`src/twc_pkg.sv`:
```
// Constants for the two-wire controller/target register unit.
// Assumes a single core clock; bit phases are counted in divider ticks of div+1 core clock cycles.
package twc_pkg;
    // ------------------------------------------------------------
    // Register offsets (byte addresses)
    // ------------------------------------------------------------
    localparam logic [11:0] OFF_TOWN = 12'h000;
    localparam logic [11:0] OFF_TSTC = 12'h004;
    localparam logic [11:0] OFF_TDAT = 12'h008;
    localparam logic [11:0] OFF_TMSK = 12'h00c;
    localparam logic [11:0] OFF_TRAW = 12'h010;
    localparam logic [11:0] OFF_TARGET_IRQ_MASKED = 12'h014;
    localparam logic [11:0] OFF_TCLR = 12'h018;
    localparam logic [11:0] OFF_CTA = 12'h800;
    localparam logic [11:0] OFF_CSTC = 12'h804;
    localparam logic [11:0] OFF_CDAT = 12'h808;
    localparam logic [11:0] OFF_CDIV = 12'h80c;
    localparam logic [11:0] OFF_CMSK = 12'h810;
    localparam logic [11:0] OFF_CRAW = 12'h814;
    localparam logic [11:0] OFF_CONTROLLER_IRQ_MASKED = 12'h818;
    localparam logic [11:0] OFF_CCLR = 12'h81c;
    localparam logic [11:0] OFF_CFG = 12'h820;
    // ------------------------------------------------------------
    // Field positions
    // ------------------------------------------------------------
    localparam int CMD_RUN = 0;
    localparam int CMD_START = 1;
    localparam int CMD_STOP = 2;
    localparam int CTA_DIR = 0;
    localparam int CFG_LOOP = 0;
    localparam int CFG_CTL_EN = 4;
    localparam int CFG_TGT_EN = 5;
    localparam int TARGET_CONTROL_ACT = 0;
    // ------------------------------------------------------------
    // Reset values and bit timing
    // ------------------------------------------------------------
    localparam logic [31:0] RST_CONTROLLER_STATUS_ALIAS = 32'h00000020;
    localparam logic [7:0] RST_DIV = 8'h01;
    localparam int CLOCK_LOW_PHASE = 6;
    localparam int CLOCK_HIGH_PHASE = 4;
    localparam logic [4:0] PH_LOW = 5'(2 * CLOCK_LOW_PHASE);
    localparam logic [4:0] PH_LAST = 5'(2 * (CLOCK_LOW_PHASE + CLOCK_HIGH_PHASE) - 1);
    localparam logic [4:0] PH_CHG = 5'(CLOCK_LOW_PHASE);
    localparam logic [4:0] PH_SMP = 5'(2 * CLOCK_LOW_PHASE + CLOCK_HIGH_PHASE);
    localparam logic [4:0] PH_HALF = 5'(CLOCK_LOW_PHASE + CLOCK_HIGH_PHASE);
    localparam logic [3:0] ACK_BIT = 4'h8;
    // ------------------------------------------------------------
    // State types
    // ------------------------------------------------------------
    typedef enum logic [1:0] {C_IDLE, C_START, C_BYTE, C_STOP} twc_cst_t;
    typedef enum logic [2:0] {
        T_IDLE, T_ADDR, T_AACK, T_RX, T_RACK, T_TX, T_TACK, T_WAIT
    } twc_tst_t;
endpackage : twc_pkg

```
`src/twc_top.sv`:
```
// Two-wire bus unit: controller and target halves behind one register port.
// Assumes a plain strobe register port and open-drain pads outside.
//
// How it works
// - divider sets system clocks per serial clock
// - period is 2*(div+1)*(6+4) core clocks
// - address register: seven bits above direction
// - direction bit set means receive
// - command 7 sends or receives one byte then stop
// - bus busy flag at status bit 6
// - status bit 1 flags missing acknowledge
// - controller data sends or captures byte
// - own-address register holds seven bits
// - target data returns or captures byte
// - mask bits gate raw events to interrupt
// - target masked equals raw AND mask
// - controller masked equals raw AND mask
// - target clear register clears raw bits
// - controller clear clears raw and masked
// - offset 4h: status read, control write
// - offset 804h: status read, command write
// - status resets to 0x20, others except divider zero
// - divider resets to one
// - configuration selects role and loopback
// - configuration bit 0 ties lines internally
// - completion, arbitration loss, error raise event
//
// Local design decision: strobed register access.
`timescale 1ns/100ps
`default_nettype none
module twc_top
    import twc_pkg::*;
(
    input wire logic I_CORE_CLK,
    input wire logic I_SRST,
    input wire logic [11:0] I_ADDR,
    input wire logic [31:0] I_WDATA,
    input wire logic I_WR,
    input wire logic I_RD,
    output logic [31:0] O_RDATA,
    output logic O_IRQ,
    input wire logic I_SCL_I,
    output logic O_SCL_O,
    output logic O_SCL_OE_N,
    input wire logic I_SDA_I,
    output logic O_SDA_O,
    output logic O_SDA_OE_N
);
    // ------------------------------------------------------------
    // Register port decode
    // ------------------------------------------------------------
    function automatic logic hit(input logic [11:0] a, input logic [11:0] off);
        return a == off;
    endfunction : hit

    wire w_town = I_WR && hit(I_ADDR, OFF_TOWN);
    wire w_target_control = I_WR && hit(I_ADDR, OFF_TSTC);
    wire w_tdat = I_WR && hit(I_ADDR, OFF_TDAT);
    wire r_tdat = I_RD && hit(I_ADDR, OFF_TDAT);
    wire w_tmsk = I_WR && hit(I_ADDR, OFF_TMSK);
    wire w_tclr = I_WR && hit(I_ADDR, OFF_TCLR);
    wire w_cta = I_WR && hit(I_ADDR, OFF_CTA);
    wire w_cmd = I_WR && hit(I_ADDR, OFF_CSTC);
    wire w_cdat = I_WR && hit(I_ADDR, OFF_CDAT);
    wire w_cdiv = I_WR && hit(I_ADDR, OFF_CDIV);
    wire w_cmsk = I_WR && hit(I_ADDR, OFF_CMSK);
    wire w_cclr = I_WR && hit(I_ADDR, OFF_CCLR);
    wire w_cfg = I_WR && hit(I_ADDR, OFF_CFG);

    logic [6:0] town_q;
    logic target_control_q;
    logic [7:0] tdat_q, cta_q, cdat_q, div_q;
    logic [2:0] tmsk_q, traw_q;
    logic cmsk_q, craw_q;
    logic [5:0] cfg_q;
    logic [31:0] rd_d;
    wire loop = cfg_q[CFG_LOOP];

    // ------------------------------------------------------------
    // Bus line view, with internal loopback
    // ------------------------------------------------------------
    logic c_scl_q, c_sda_q, t_sda_q, scl_s_q, sda_s_q;
    // In loopback the pads are ignored and both halves share the lines
    wire scl_bus = !c_scl_q && (loop || I_SCL_I);
    wire sda_bus = !c_sda_q && !t_sda_q && (loop || I_SDA_I);
    wire scl_r = scl_bus && !scl_s_q;
    wire scl_f = !scl_bus && scl_s_q;
    wire bstart = scl_bus && scl_s_q && sda_s_q && !sda_bus;
    wire bstop = scl_bus && scl_s_q && !sda_s_q && sda_bus;

    always_ff @(posedge I_CORE_CLK) begin
        if (I_SRST) begin
            scl_s_q <= 1'b1;
            sda_s_q <= 1'b1;
        end else begin
            scl_s_q <= scl_bus;
            sda_s_q <= sda_bus;
        end
    end

    // ------------------------------------------------------------
    // Serial clock divider
    // ------------------------------------------------------------
    twc_cst_t cst;
    logic [7:0] dcnt_q;
    logic [4:0] ph_q;
    logic [3:0] cbit_q;
    wire tick = dcnt_q == div_q;
    wire last = ph_q == PH_LAST;

    always_ff @(posedge I_CORE_CLK) begin
        if (I_SRST || cst == C_IDLE || tick)
            dcnt_q <= 8'h00;
        else
            dcnt_q <= dcnt_q + 8'h01;
    end

    // ------------------------------------------------------------
    // Controller sequencer
    // ------------------------------------------------------------
    logic [7:0] csh_q;
    logic adr_q, crun_q, cstop_q, rw_q, own_q, obit_q;
    logic err_a_q, err_d_q, arb_q, bbsy_q, cbusy_q;
    wire txb = adr_q || !rw_q;
    wire c_cap = tick && last && cst == C_BYTE && cbit_q == ACK_BIT && !adr_q && rw_q;
    wire cdone = cbusy_q && cst == C_IDLE;
    wire c_scl_d = (cst == C_BYTE || cst == C_STOP) ? ph_q < PH_LOW
                 : (cst == C_IDLE && own_q);
    wire c_sda_d = (cst == C_START) ? ph_q >= PH_HALF
                 : (cst == C_BYTE) ? obit_q
                 : (cst == C_STOP) ? ph_q < PH_SMP : 1'b0;

    always_ff @(posedge I_CORE_CLK) begin
        if (I_SRST) begin
            cst <= C_IDLE;
            ph_q <= 5'h00;
            cbit_q <= 4'h0;
            csh_q <= 8'h00;
            {adr_q, crun_q, cstop_q, rw_q, own_q, obit_q} <= 6'h00;
            {err_a_q, err_d_q, arb_q} <= 3'h0;
        end else if (cst == C_IDLE) begin
            ph_q <= 5'h00;
            cbit_q <= 4'h0;
            obit_q <= 1'b0;
            if (w_cmd && cfg_q[CFG_CTL_EN]) begin
                crun_q <= I_WDATA[CMD_RUN];
                cstop_q <= I_WDATA[CMD_STOP];
                rw_q <= cta_q[CTA_DIR];
                {err_a_q, err_d_q, arb_q} <= 3'h0;
                if (I_WDATA[CMD_START]) begin
                    cst <= C_START;
                    csh_q <= cta_q;
                    adr_q <= 1'b1;
                end else if (I_WDATA[CMD_RUN]) begin
                    cst <= C_BYTE;
                    csh_q <= cdat_q;
                    adr_q <= 1'b0;
                end else if (I_WDATA[CMD_STOP]) begin
                    cst <= C_STOP;
                end
            end
        end else if (tick) begin
            ph_q <= last ? 5'h00 : ph_q + 5'h01;
            unique case (cst)
                C_START: if (last) begin
                    cst <= C_BYTE;
                    own_q <= 1'b1;
                    obit_q <= 1'b1;
                end
                C_BYTE: begin
                    // Data only moves while the clock is low
                    if (ph_q == PH_CHG)
                        obit_q <= (cbit_q != ACK_BIT) ? txb && !csh_q[7]
                                                      : !txb && !cstop_q;
                    if (ph_q == PH_SMP && cbit_q != ACK_BIT) begin
                        csh_q <= {csh_q[6:0], sda_bus};
                        if (txb && csh_q[7] && !sda_bus) begin
                            arb_q <= 1'b1;
                            own_q <= 1'b0;
                            cst <= C_IDLE;
                        end
                    end else if (ph_q == PH_SMP && txb && sda_bus) begin
                        if (adr_q)
                            err_a_q <= 1'b1;
                        else
                            err_d_q <= 1'b1;
                        cst <= C_STOP;
                        ph_q <= 5'h00;
                    end else if (last) begin
                        if (cbit_q != ACK_BIT) begin
                            cbit_q <= cbit_q + 4'h1;
                        end else begin
                            cbit_q <= 4'h0;
                            if (adr_q && crun_q) begin
                                adr_q <= 1'b0;
                                csh_q <= cdat_q;
                            end else begin
                                cst <= cstop_q ? C_STOP : C_IDLE;
                            end
                        end
                    end
                end
                C_STOP: if (last) begin
                    cst <= C_IDLE;
                    own_q <= 1'b0;
                end
                C_IDLE: ;
            endcase
        end
    end

    always_ff @(posedge I_CORE_CLK) begin
        if (I_SRST) begin
            c_scl_q <= 1'b0;
            c_sda_q <= 1'b0;
            cbusy_q <= 1'b0;
            bbsy_q <= 1'b0;
        end else begin
            c_scl_q <= c_scl_d;
            c_sda_q <= c_sda_d;
            cbusy_q <= cst != C_IDLE;
            if (bstart)
                bbsy_q <= 1'b1;
            else if (bstop)
                bbsy_q <= 1'b0;
        end
    end

    // ------------------------------------------------------------
    // Target responder
    // ------------------------------------------------------------
    twc_tst_t tst;
    logic [7:0] tsh_q;
    logic [3:0] tcnt_q;
    logic tnack_q, tfirst_q, tdev_q, rreq_q, treq_q, fbr_q;
    wire t_on = cfg_q[CFG_TGT_EN] && target_control_q;
    wire t_cap = scl_f && tst == T_RX && tcnt_q == ACK_BIT;
    wire t_shift = tst == T_ADDR || tst == T_RX || tst == T_TX;

    always_ff @(posedge I_CORE_CLK) begin
        if (I_SRST) begin
            tst <= T_IDLE;
            tsh_q <= 8'h00;
            tcnt_q <= 4'h0;
            {tnack_q, tfirst_q, tdev_q, t_sda_q} <= 4'h0;
            {rreq_q, treq_q, fbr_q} <= 3'h0;
        end else begin
            tdev_q <= 1'b0;
            if (r_tdat) begin
                rreq_q <= 1'b0;
                fbr_q <= 1'b0;
            end
            if (w_tdat)
                treq_q <= 1'b0;
            if (bstop) begin
                tst <= T_IDLE;
                t_sda_q <= 1'b0;
            end else if (bstart) begin
                tst <= T_ADDR;
                tcnt_q <= 4'h0;
                t_sda_q <= 1'b0;
            end else if (scl_r) begin
                if (t_shift && tcnt_q != ACK_BIT) begin
                    tsh_q <= {tsh_q[6:0], sda_bus};
                    tcnt_q <= tcnt_q + 4'h1;
                end
                if (tst == T_TACK)
                    tnack_q <= sda_bus;
            end else if (scl_f) begin
                unique case (tst)
                    T_ADDR: if (tcnt_q == ACK_BIT) begin
                        if (t_on && tsh_q[7:1] == town_q) begin
                            t_sda_q <= 1'b1;
                            tst <= T_AACK;
                        end else begin
                            tst <= T_WAIT;
                        end
                    end
                    T_AACK: begin
                        tcnt_q <= 4'h0;
                        if (tsh_q[0]) begin
                            tst <= T_TX;
                            tsh_q <= tdat_q;
                            t_sda_q <= !tdat_q[7];
                            treq_q <= 1'b1;
                            tdev_q <= 1'b1;
                        end else begin
                            tst <= T_RX;
                            t_sda_q <= 1'b0;
                            tfirst_q <= 1'b1;
                        end
                    end
                    T_RX: if (tcnt_q == ACK_BIT) begin
                        rreq_q <= 1'b1;
                        fbr_q <= tfirst_q;
                        tfirst_q <= 1'b0;
                        tdev_q <= 1'b1;
                        t_sda_q <= 1'b1;
                        tst <= T_RACK;
                    end
                    T_RACK: begin
                        t_sda_q <= 1'b0;
                        tcnt_q <= 4'h0;
                        tst <= T_RX;
                    end
                    T_TX: if (tcnt_q == ACK_BIT) begin
                        t_sda_q <= 1'b0;
                        tst <= T_TACK;
                    end else begin
                        t_sda_q <= !tsh_q[7];
                    end
                    T_TACK: if (!tnack_q) begin
                        tst <= T_TX;
                        tcnt_q <= 4'h0;
                        tsh_q <= tdat_q;
                        t_sda_q <= !tdat_q[7];
                        treq_q <= 1'b1;
                        tdev_q <= 1'b1;
                    end else begin
                        tst <= T_WAIT;
                    end
                    T_IDLE, T_WAIT: ;
                endcase
            end
        end
    end

    // ------------------------------------------------------------
    // Software registers and event flags
    // ------------------------------------------------------------
    always_ff @(posedge I_CORE_CLK) begin
        if (I_SRST) begin
            town_q <= 7'h00;
            target_control_q <= 1'b0;
            tdat_q <= 8'h00;
            tmsk_q <= 3'h0;
            traw_q <= 3'h0;
            cta_q <= 8'h00;
            cdat_q <= 8'h00;
            div_q <= RST_DIV;
            cmsk_q <= 1'b0;
            craw_q <= 1'b0;
            cfg_q <= 6'h00;
        end else begin
            if (w_town)
                town_q <= I_WDATA[6:0];
            if (w_target_control)
                target_control_q <= I_WDATA[TARGET_CONTROL_ACT];
            if (t_cap)
                tdat_q <= tsh_q;
            else if (w_tdat)
                tdat_q <= I_WDATA[7:0];
            if (w_tmsk)
                tmsk_q <= I_WDATA[2:0];
            // A new event wins over a clear in the same cycle
            traw_q <= (traw_q & ~(w_tclr ? I_WDATA[2:0] : 3'h0))
                    | {bstop, bstart, tdev_q};
            if (w_cta)
                cta_q <= I_WDATA[7:0];
            if (c_cap)
                cdat_q <= csh_q;
            else if (w_cdat)
                cdat_q <= I_WDATA[7:0];
            if (w_cdiv)
                div_q <= I_WDATA[7:0];
            if (w_cmsk)
                cmsk_q <= I_WDATA[0];
            craw_q <= (craw_q && !(w_cclr && I_WDATA[0])) || cdone;
            if (w_cfg)
                cfg_q <= I_WDATA[5:0];
        end
    end

    // ------------------------------------------------------------
    // Read mux and registered outputs
    // ------------------------------------------------------------
    wire [6:0] controller_status_alias = {bbsy_q, cst == C_IDLE, arb_q, err_d_q, err_a_q,
                        err_a_q || err_d_q, cst != C_IDLE};

    always_comb begin
        rd_d = 32'h00000000;
        unique case (I_ADDR)
            OFF_TOWN: rd_d[6:0] = town_q;
            OFF_TSTC: rd_d[2:0] = {fbr_q, treq_q, rreq_q};
            OFF_TDAT: rd_d[7:0] = tdat_q;
            OFF_TMSK: rd_d[2:0] = tmsk_q;
            OFF_TRAW: rd_d[2:0] = traw_q;
            OFF_TARGET_IRQ_MASKED: rd_d[2:0] = traw_q & tmsk_q;
            OFF_CTA: rd_d[7:0] = cta_q;
            OFF_CSTC: rd_d[6:0] = controller_status_alias;
            OFF_CDAT: rd_d[7:0] = cdat_q;
            OFF_CDIV: rd_d[7:0] = div_q;
            OFF_CMSK: rd_d[0] = cmsk_q;
            OFF_CRAW: rd_d[0] = craw_q;
            OFF_CONTROLLER_IRQ_MASKED: rd_d[0] = craw_q && cmsk_q;
            OFF_CFG: rd_d[5:0] = cfg_q;
            default: rd_d = 32'h00000000;
        endcase
    end

    always_ff @(posedge I_CORE_CLK) begin
        if (I_SRST) begin
            O_RDATA <= 32'h00000000;
            O_IRQ <= 1'b0;
            O_SCL_O <= 1'b0;
            O_SDA_O <= 1'b0;
            O_SCL_OE_N <= 1'b1;
            O_SDA_OE_N <= 1'b1;
        end else begin
            O_RDATA <= I_RD ? rd_d : 32'h00000000;
            O_IRQ <= (craw_q && cmsk_q) || |(traw_q & tmsk_q);
            O_SCL_OE_N <= !(c_scl_q && !loop);
            O_SDA_OE_N <= !((c_sda_q || t_sda_q) && !loop);
        end
    end

    // ------------------------------------------------------------
    // Checks
    // ------------------------------------------------------------
    property p_tick;
        @(posedge I_CORE_CLK) disable iff (I_SRST)
        (tick && div_q == RST_DIV && cst != C_IDLE && !last) |=> !tick ##1 tick;
    endproperty
    a_tick: assert property (p_tick) else $error("tick spacing wrong");

    property p_low;
        @(posedge I_CORE_CLK) disable iff (I_SRST)
        (cst == C_BYTE && tick && ph_q == PH_LOW - 5'h01) |=> ##1 !c_scl_q;
    endproperty
    a_low: assert property (p_low) else $error("clock low phase length");

    property p_bbsy;
        @(posedge I_CORE_CLK) disable iff (I_SRST)
        (bstart && !bstop) |=> controller_status_alias[6];
    endproperty
    a_bbsy: assert property (p_bbsy) else $error("bus busy not set");

    property p_nack;
        @(posedge I_CORE_CLK) disable iff (I_SRST)
        (cst == C_BYTE && tick && ph_q == PH_SMP && cbit_q == ACK_BIT && txb && sda_bus)
        |=> controller_status_alias[1] && cst == C_STOP;
    endproperty
    a_nack: assert property (p_nack) else $error("missing ack not flagged");

    property p_controller_irq_masked;
        @(posedge I_CORE_CLK) disable iff (I_SRST)
        (I_RD && I_ADDR == OFF_CONTROLLER_IRQ_MASKED) |=> O_RDATA[0] == ($past(craw_q) && $past(cmsk_q));
    endproperty
    a_controller_irq_masked: assert property (p_controller_irq_masked) else $error("masked status wrong");

    property p_cclr;
        @(posedge I_CORE_CLK) disable iff (I_SRST)
        (w_cclr && I_WDATA[0] && !cdone) |=> !craw_q;
    endproperty
    a_cclr: assert property (p_cclr) else $error("clear did not clear");

    property p_match;
        @(posedge I_CORE_CLK) disable iff (I_SRST)
        $rose(tst == T_AACK) |-> tsh_q[7:1] == town_q && t_sda_q;
    endproperty
    a_match: assert property (p_match) else $error("ack to foreign address");

    property p_irq;
        @(posedge I_CORE_CLK) disable iff (I_SRST)
        (craw_q && !cmsk_q && (traw_q & tmsk_q) == 3'h0) ##1 (tmsk_q == $past(tmsk_q))
        |-> !O_IRQ;
    endproperty
    a_irq: assert property (p_irq) else $error("masked event reached irq");

    property p_rst;
        @(posedge I_CORE_CLK)
        $fell(I_SRST) |-> div_q == RST_DIV && controller_status_alias == RST_CONTROLLER_STATUS_ALIAS[6:0];
    endproperty
    a_rst: assert property (p_rst) else $error("reset values wrong");
endmodule : twc_top
`default_nettype wire

```
`config.mk`:
```
export PLATFORM = sky130hd
export DESIGN_NAME = twc_top
export DESIGN_NICKNAME = d
export VERILOG_FILES = /design/src/twc_pkg.sv /design/src/twc_top.sv
export SDC_FILE = /design/constraint.sdc
export NUM_CORES = 1
export LEC_CHECK = 0
export ABC_CLOCK_PERIOD_IN_PS = 2800
export BUFFER_PORTS_ARGS = -buffer_cell sky130_fd_sc_hd__buf_2
export CAP_MARGIN = 20
export CORE_UTILIZATION = 41
export DETAILED_ROUTE_END_ITERATION = 7
export HOLD_SLACK_MARGIN = 0.03
export SLEW_MARGIN = 30
export SYNTH_ARGS = -nofsm -noshare
export SYNTH_HDL_FRONTEND = slang
export SYNTH_SLANG_ARGS = --single-unit
export TNS_END_PERCENT = 1
```
`constraint.sdc`:
```
create_clock -name I_CORE_CLK -period 2.8 [get_ports I_CORE_CLK]
set_input_delay 0.56 -clock I_CORE_CLK [delete_from_list [all_inputs] [get_ports I_CORE_CLK]]
set_output_delay 0.56 -clock I_CORE_CLK [all_outputs]
set_load 0.1 [all_outputs]
```
Word-level counts from Yosys, hierarchy flattened
Cells that the tools add are included.
{"block": "classes", "addsub": 4, "order_cmp": 3, "n_eq_ne": 68, "mux": 143, "bitwise_logic": 12, "reduce_logical": 131}
{"op": "$mux 8", "count": 20}
{"op": "$eq 12x12->1 const B", "count": 9}
{"op": "$mux 1", "count": 76}
{"op": "$logic_and 1x1->1", "count": 49}
{"op": "$eq 12x5->1 const B", "count": 3}
{"op": "$mux 2", "count": 16}
{"op": "$reduce_bool 2->1", "count": 16}
{"op": "$reduce_and 6->1", "count": 5}
{"op": "$reduce_and 7->1", "count": 4}
{"op": "$eq 12x4->1 const B", "count": 2}
{"op": "$mux 4", "count": 6}
{"op": "$ne 3x3->1 const B", "count": 8}
{"op": "$pmux 2 s11", "count": 1}
{"op": "$pmux 3 s7", "count": 1}
{"op": "$mux 5", "count": 4}
{"op": "$logic_not 1->1", "count": 18}
{"op": "$mux 3", "count": 6}
{"op": "$ne 2x1->1 const B", "count": 9}
{"op": "$ne 2x2->1 const B", "count": 9}
{"op": "$pmux 3 s6", "count": 1}
{"op": "$ne 4x4->1 const B", "count": 4}
{"op": "$pmux 8 s2", "count": 1}
{"op": "$reduce_and 5->1", "count": 3}
{"op": "$reduce_bool 3->1", "count": 5}
{"op": "other kinds (47)", "count": 85}
{"block": "word_totals", "reg_bits": 153}

Longest topological paths before layout
{"block": "logic_depth", "word_depth": 10, "ltp_mapped": 13}

Least setup slack after synthesis
OpenSTA, ideal clock, no wires.
{"block": "synth_timing", "kind": "input -> register", "from": "input port I_SCL_I", "to": "register tsh_q[3]", "setup_time_ps": 86, "arrival_time_ps": 2427, "t_required_ps": 2714, "path_slack_ps": 287, "stages": 13, "path_buffers": 3, "cell_sequence": "nor2_1 > or2_2 > inv_1 > ha_1 > buf_2 > nor3b_1 > a31oi_1 > nor3_1 > and3_1 > clkbuf_1 > buf_2 > nor2_1 > a211oi_1"}
{"block": "synth_via", "elab_chain_len": 7, "word_cells_on_any_way": 19, "classes_between": "eq/ne: 3; mux: 1; bitwise: 2; reduce/logical: 13"}
{"item": "start, declared", "line_no": "twc_top.sv:42", "text": "input wire logic I_SCL_I,"}
{"item": "$logic_or 1x1->1 *", "line_no": "twc_top.sv:84", "text": "wire scl_bus = !c_scl_q && (loop || I_SCL_I);"}
{"item": "$logic_and 1x1->1 *", "line_no": "twc_top.sv:84"}
{"item": "via scl_bus", "line_no": "twc_top.sv:84"}
{"item": "$logic_and 1x1->1", "line_no": "twc_top.sv:88, twc_top.sv:89"}
{"item": "$logic_and 1x1->1 (on tied branches) (2 in a row)", "line_no": "twc_top.sv:89, twc_top.sv:88"}
{"item": "$not 1->1 (no source line)"}
{"item": "$reduce_and 7->1 (no source line)"}
{"item": "end signal, assigned", "line_no": "twc_top.sv:264", "text": "tsh_q <= {tsh_q[6:0], sda_bus};"}
{"item": "end signal, assigned", "line_no": "twc_top.sv:283", "text": "tsh_q <= tdat_q;"}
{"item": "end signal, assigned", "line_no": "twc_top.sv:315", "text": "tsh_q <= tdat_q;"}
{"item": "end, declared", "line_no": "twc_top.sv:233", "text": "logic [7:0] tsh_q;"}
The timed path passes the listed nets; every way through them passes the cells marked *.
A chain may end at the register's enable or synchronous reset.

Worst setup path in the final report
{"block": "layout_timing", "from": "register cfg_q[0]", "to": "register tsh_q[2]"}
{"block": "layout_via", "elab_chain_len": 7, "word_cells_on_any_way": 22, "classes_between": "eq/ne: 3; mux: 1; bitwise: 2; reduce/logical: 16"}
{"item": "start, declared", "line_no": "twc_top.sv:75", "text": "logic [5:0] cfg_q;"}
{"item": "start signal, assigned", "line_no": "twc_top.sv:370", "text": "cfg_q <= I_WDATA[5:0];"}
{"item": "$logic_or 1x1->1 *", "line_no": "twc_top.sv:84"}
{"item": "$logic_and 1x1->1 *", "line_no": "twc_top.sv:84"}
{"item": "via scl_bus", "line_no": "twc_top.sv:84"}
{"item": "$logic_and 1x1->1", "line_no": "twc_top.sv:88, twc_top.sv:89"}
{"item": "$logic_and 1x1->1 (on tied branches) (2 in a row)", "line_no": "twc_top.sv:89, twc_top.sv:88"}
{"item": "$not 1->1 (no source line)"}
{"item": "$reduce_and 7->1 (no source line)"}
Marks and branches as above.

==> impl_metrics.py <==
metrics = {
    "synth": {
        "synth_cell_types": 81,
        "yosys_warnings": 0,
        "ys_seq_area_share_pct": 36.1,
        "ys_async_sr_fraction_pct": 0,
        "synth-seq-cells": 129,
        "syn_inst": 870,
        "ys.flop_type": "dfxtp_1",
        "avgSynthCellArea_um2": 8.21,
        "syn_area_um2": 7140,
        "synth_edf_count": 0,
    },
    "timing": {
        "worstMarginPinSlew_ns": 0.636,
        "rsz0062_at_grt": "false",
        "setup_violations": 0,
        "setup_ws_ns": 0.382,
        "clock.fmax_mhz": 414,
        "period_minus_slack_ns": 2.42,
        "finalMaxSlewViolations": 0,
        "fin_tns_setup_ns": 0,
        "max_slew_margin_pct": 57.4,
        "finalHoldViolCount": 0,
        "skew_ns": 0.0124,
        "period_share_pct": 86.4,
    },
    "pwr": {
        "powerDensity_nw_per_um2": 560,
        "leakage_nw": 3.06,
        "vdd_ir_drop_max_mv": 0.375,
        "power_mw": 4.57,
    },
    "clock_network": {
        "cts_setup_buffers": 0,
        "numCtsBuffers": 17,
        "cts_resized": 0,
        "path_clk_slew_ns": 0.05,
        "clk_latency_ns": 0.43,
        "cts_root_buffer": "clkbuf_16",
        "htreeDepth": 4,
        "cts_tree": "yes",
        "clock_path_buffers": 2,
        "cts.sinks": 129,
        "cts-hold-fix-buffers": 0,
    },
    "detailed_routing": {
        "viasPerCell": 5.73,
        "drtIter0Drc": 604,
        "route.detailed.drc": 0,
        "num_vias": 6533,
        "drt-pass1-iter-count": 7,
        "ant_nets": 0,
        "drt-total-wl_um": 20700,
        "wire_per_inst_um": 18.1,
    },
    "finish": {
        "n_antenna_cell": 0,
        "layout_common_cells": "129 x dfxtp_1, 100 x nor2_1, 77 x a21oi_1",
        "syn_to_final_growth_pct": 14.2,
        "fill_cells": 1673,
        "layout_commonest_cell": "dfxtp_1",
        "final_area_um2": 8160,
        "design.final.nets": 969,
        "drive_gt1_share_pct": 14.9,
    },
    "global_route": {
        "grt_pass1_wl_um": 32500,
        "grt_usage_pct": 23.5,
        "grt_pass1_vias": 5846,
        "grt_max_degree": 55,
        "antenna_found_initial": 0,
        "overflow": 0,
    },
    "floorplan": {
        "dieHeight_um": 134,
        "die-area_um2": 18000,
        "initial_core_util_pct": 42.5,
        "io-pin-count": 87,
        "die_w_um": 134,
        "rows": 47,
        "core_um2": 16800,
    },
    "critical_path": {
        "crit-reg2reg-launch": "cfg_q[0]",
        "start_kind": "flip-flop",
        "path_buf_inv": 2,
        "cp-end-kind": "flip-flop",
        "cp.arrival_ns": 2.75,
        "crit_start": "cfg_q[0]",
        "cpPeakStageDelay_ns": 0.37,
        "critPathMaxFanout": 12,
        "path_common_cell": "nor2_1",
        "crit_family": "simple AND/OR/NAND/NOR gates",
        "path_cells": "nor2_1 > or2_2 > inv_1 > ha_1 > nor3b_1 > a31oi_1 > nor3_1 > and3_1 > buf_4 > nor2_1 > a211oi_1",
        "crit_type": "flip-flop to flip-flop",
        "slowest_stage": "nor3_1",
        "rrSetupSlack_ns": 0.38,
        "required_ns": 3.13,
    },
    "place": {
        "port_buffers": 36,
        "place_ws_ns": 0.0412,
        "hpwl_um": 15200,
        "gp_congestion": 0.887,
        "placed_cell_area_um2": 7550,
    },
    "worst_hold_path": {
        "hold_class": "flip-flop to flip-flop",
        "worstHoldStart": "c_scl_q",
    },
    "run_status": {
        "outcome": "complete, no violations",
    },
    "run": {
        "drv_cap": 0,
    },
}
## final cells by class
| type | instances | area [µm²] | share of cell area (%) |
|---|---|---|---|
| clock inverters | 14 | 190 | 2.33 |
| flip-flops and latches | 129 | 2580 | 31.6 |
| repair buffers | 74 | 468 | 5.73 |
| clock buffers | 17 | 425 | 5.21 |
| well taps | 220 | 275 | 3.37 |
| inverters | 22 | 82.6 | 1.01 |
| multi-input cells | 665 | 4140 | 50.7 |
## cell usage after synthesis, drive strengths merged (3+ instances only)
cell type,number,share of area (%)
ha,10,1.8
nor2b,16,1.4
or2,5,0.44
or3,4,0.42
and3,16,1.4
a211oi,25,2.8
and2,8,0.70
a22o,5,0.61
a32oi,3,0.37
nand4,11,0.96
nor4,9,1.1
nand2,72,3.8
nor3b,3,0.32
nor3,12,0.91
o22ai,3,0.26
inv,22,1.2
or4,3,0.32
mux2,14,2.3
a32o,4,0.56
a21oi,78,5.5
a31oi,4,0.35
a311oi,5,0.70
buf,43,4.2
o21ai,34,2.4
nor2,103,5.6
nand3,47,3.3
a22oi,26,2.7
and4,6,0.74
xnor2,15,1.8
clkbuf,36,1.9
nand3b,4,0.42
nor4b,5,1.0
a21o,3,0.32
nand2b,11,0.96
mux2i,32,4.5
dfxtp,129,36
xor2,12,1.5
## kinds of logic (layout without fill, tap and decap cells)
kind of cell / Yosys count / in the layout / synth area share (%)
other cells: 1 / 26 / 0.0525
mux: 48 / 48 / 7.37
xor+xnor: 27 / 27 / 3.31
buf+inv: 101 / 127 / 7.25
simple gates: 340 / 340 / 24.5
compound gates: 213 / 213 / 19.5
fa+ha+maj: 11 / 11 / 1.89
flops: 129 / 129 / 36.1
## layer usage
layer  vias to the layer above  global-route usage (%)  part of all wire (%)
li1                       3167                       -                     -
met1                      3087                    32.3                    46
met2                       243                    36.3                    46
met3                        36                    4.88                   6.3
met4                         0                    8.59                   2.3
met5                         -                       0                     0
## flip-flops by register name (all words and copies together) (netlist names), 2 cells and up
register	cells
cfg_q	6
csh_q	8
div_q	8
town_q	7
cbit_q	4
cst	2
tst	3
dcnt_q	8
tcnt_q	4
O_RDATA	8
tmsk_q	3
cdat_q	8
cta_q	8
ph_q	5
tsh_q	8
tdat_q	8
traw_q	3
## power breakdown
group	switching (mW)	internal [mW]
clock	0.855	1.48
sequential	0.0117	1.84
combinational	0.307	0.0721
## final timing paths
| kind | endpoint | depth (start not counted) |
|---|---|---|
| worst min register to register | O_SCL_OE_N | 1 |
| worst max register to register | tsh_q[2] | 11 |
| worst max-delay path | tsh_q[2] | 11 |
| worst min-delay path | O_SCL_OE_N | 1 |
## metrics by stage
stage,std cells,hold slack [ns],utilization [%]
4_1_cts,1141,0.383,48.5
3_3_place_gp,1110,0.367,44.9
6_report,1141,0.380,48.5
2_1_floorplan,895,0.353,-
5_1_grt,1141,0.396,48.5
3_5_place_dp,1110,0.370,44.9
(Power assumes the default switching activity.)
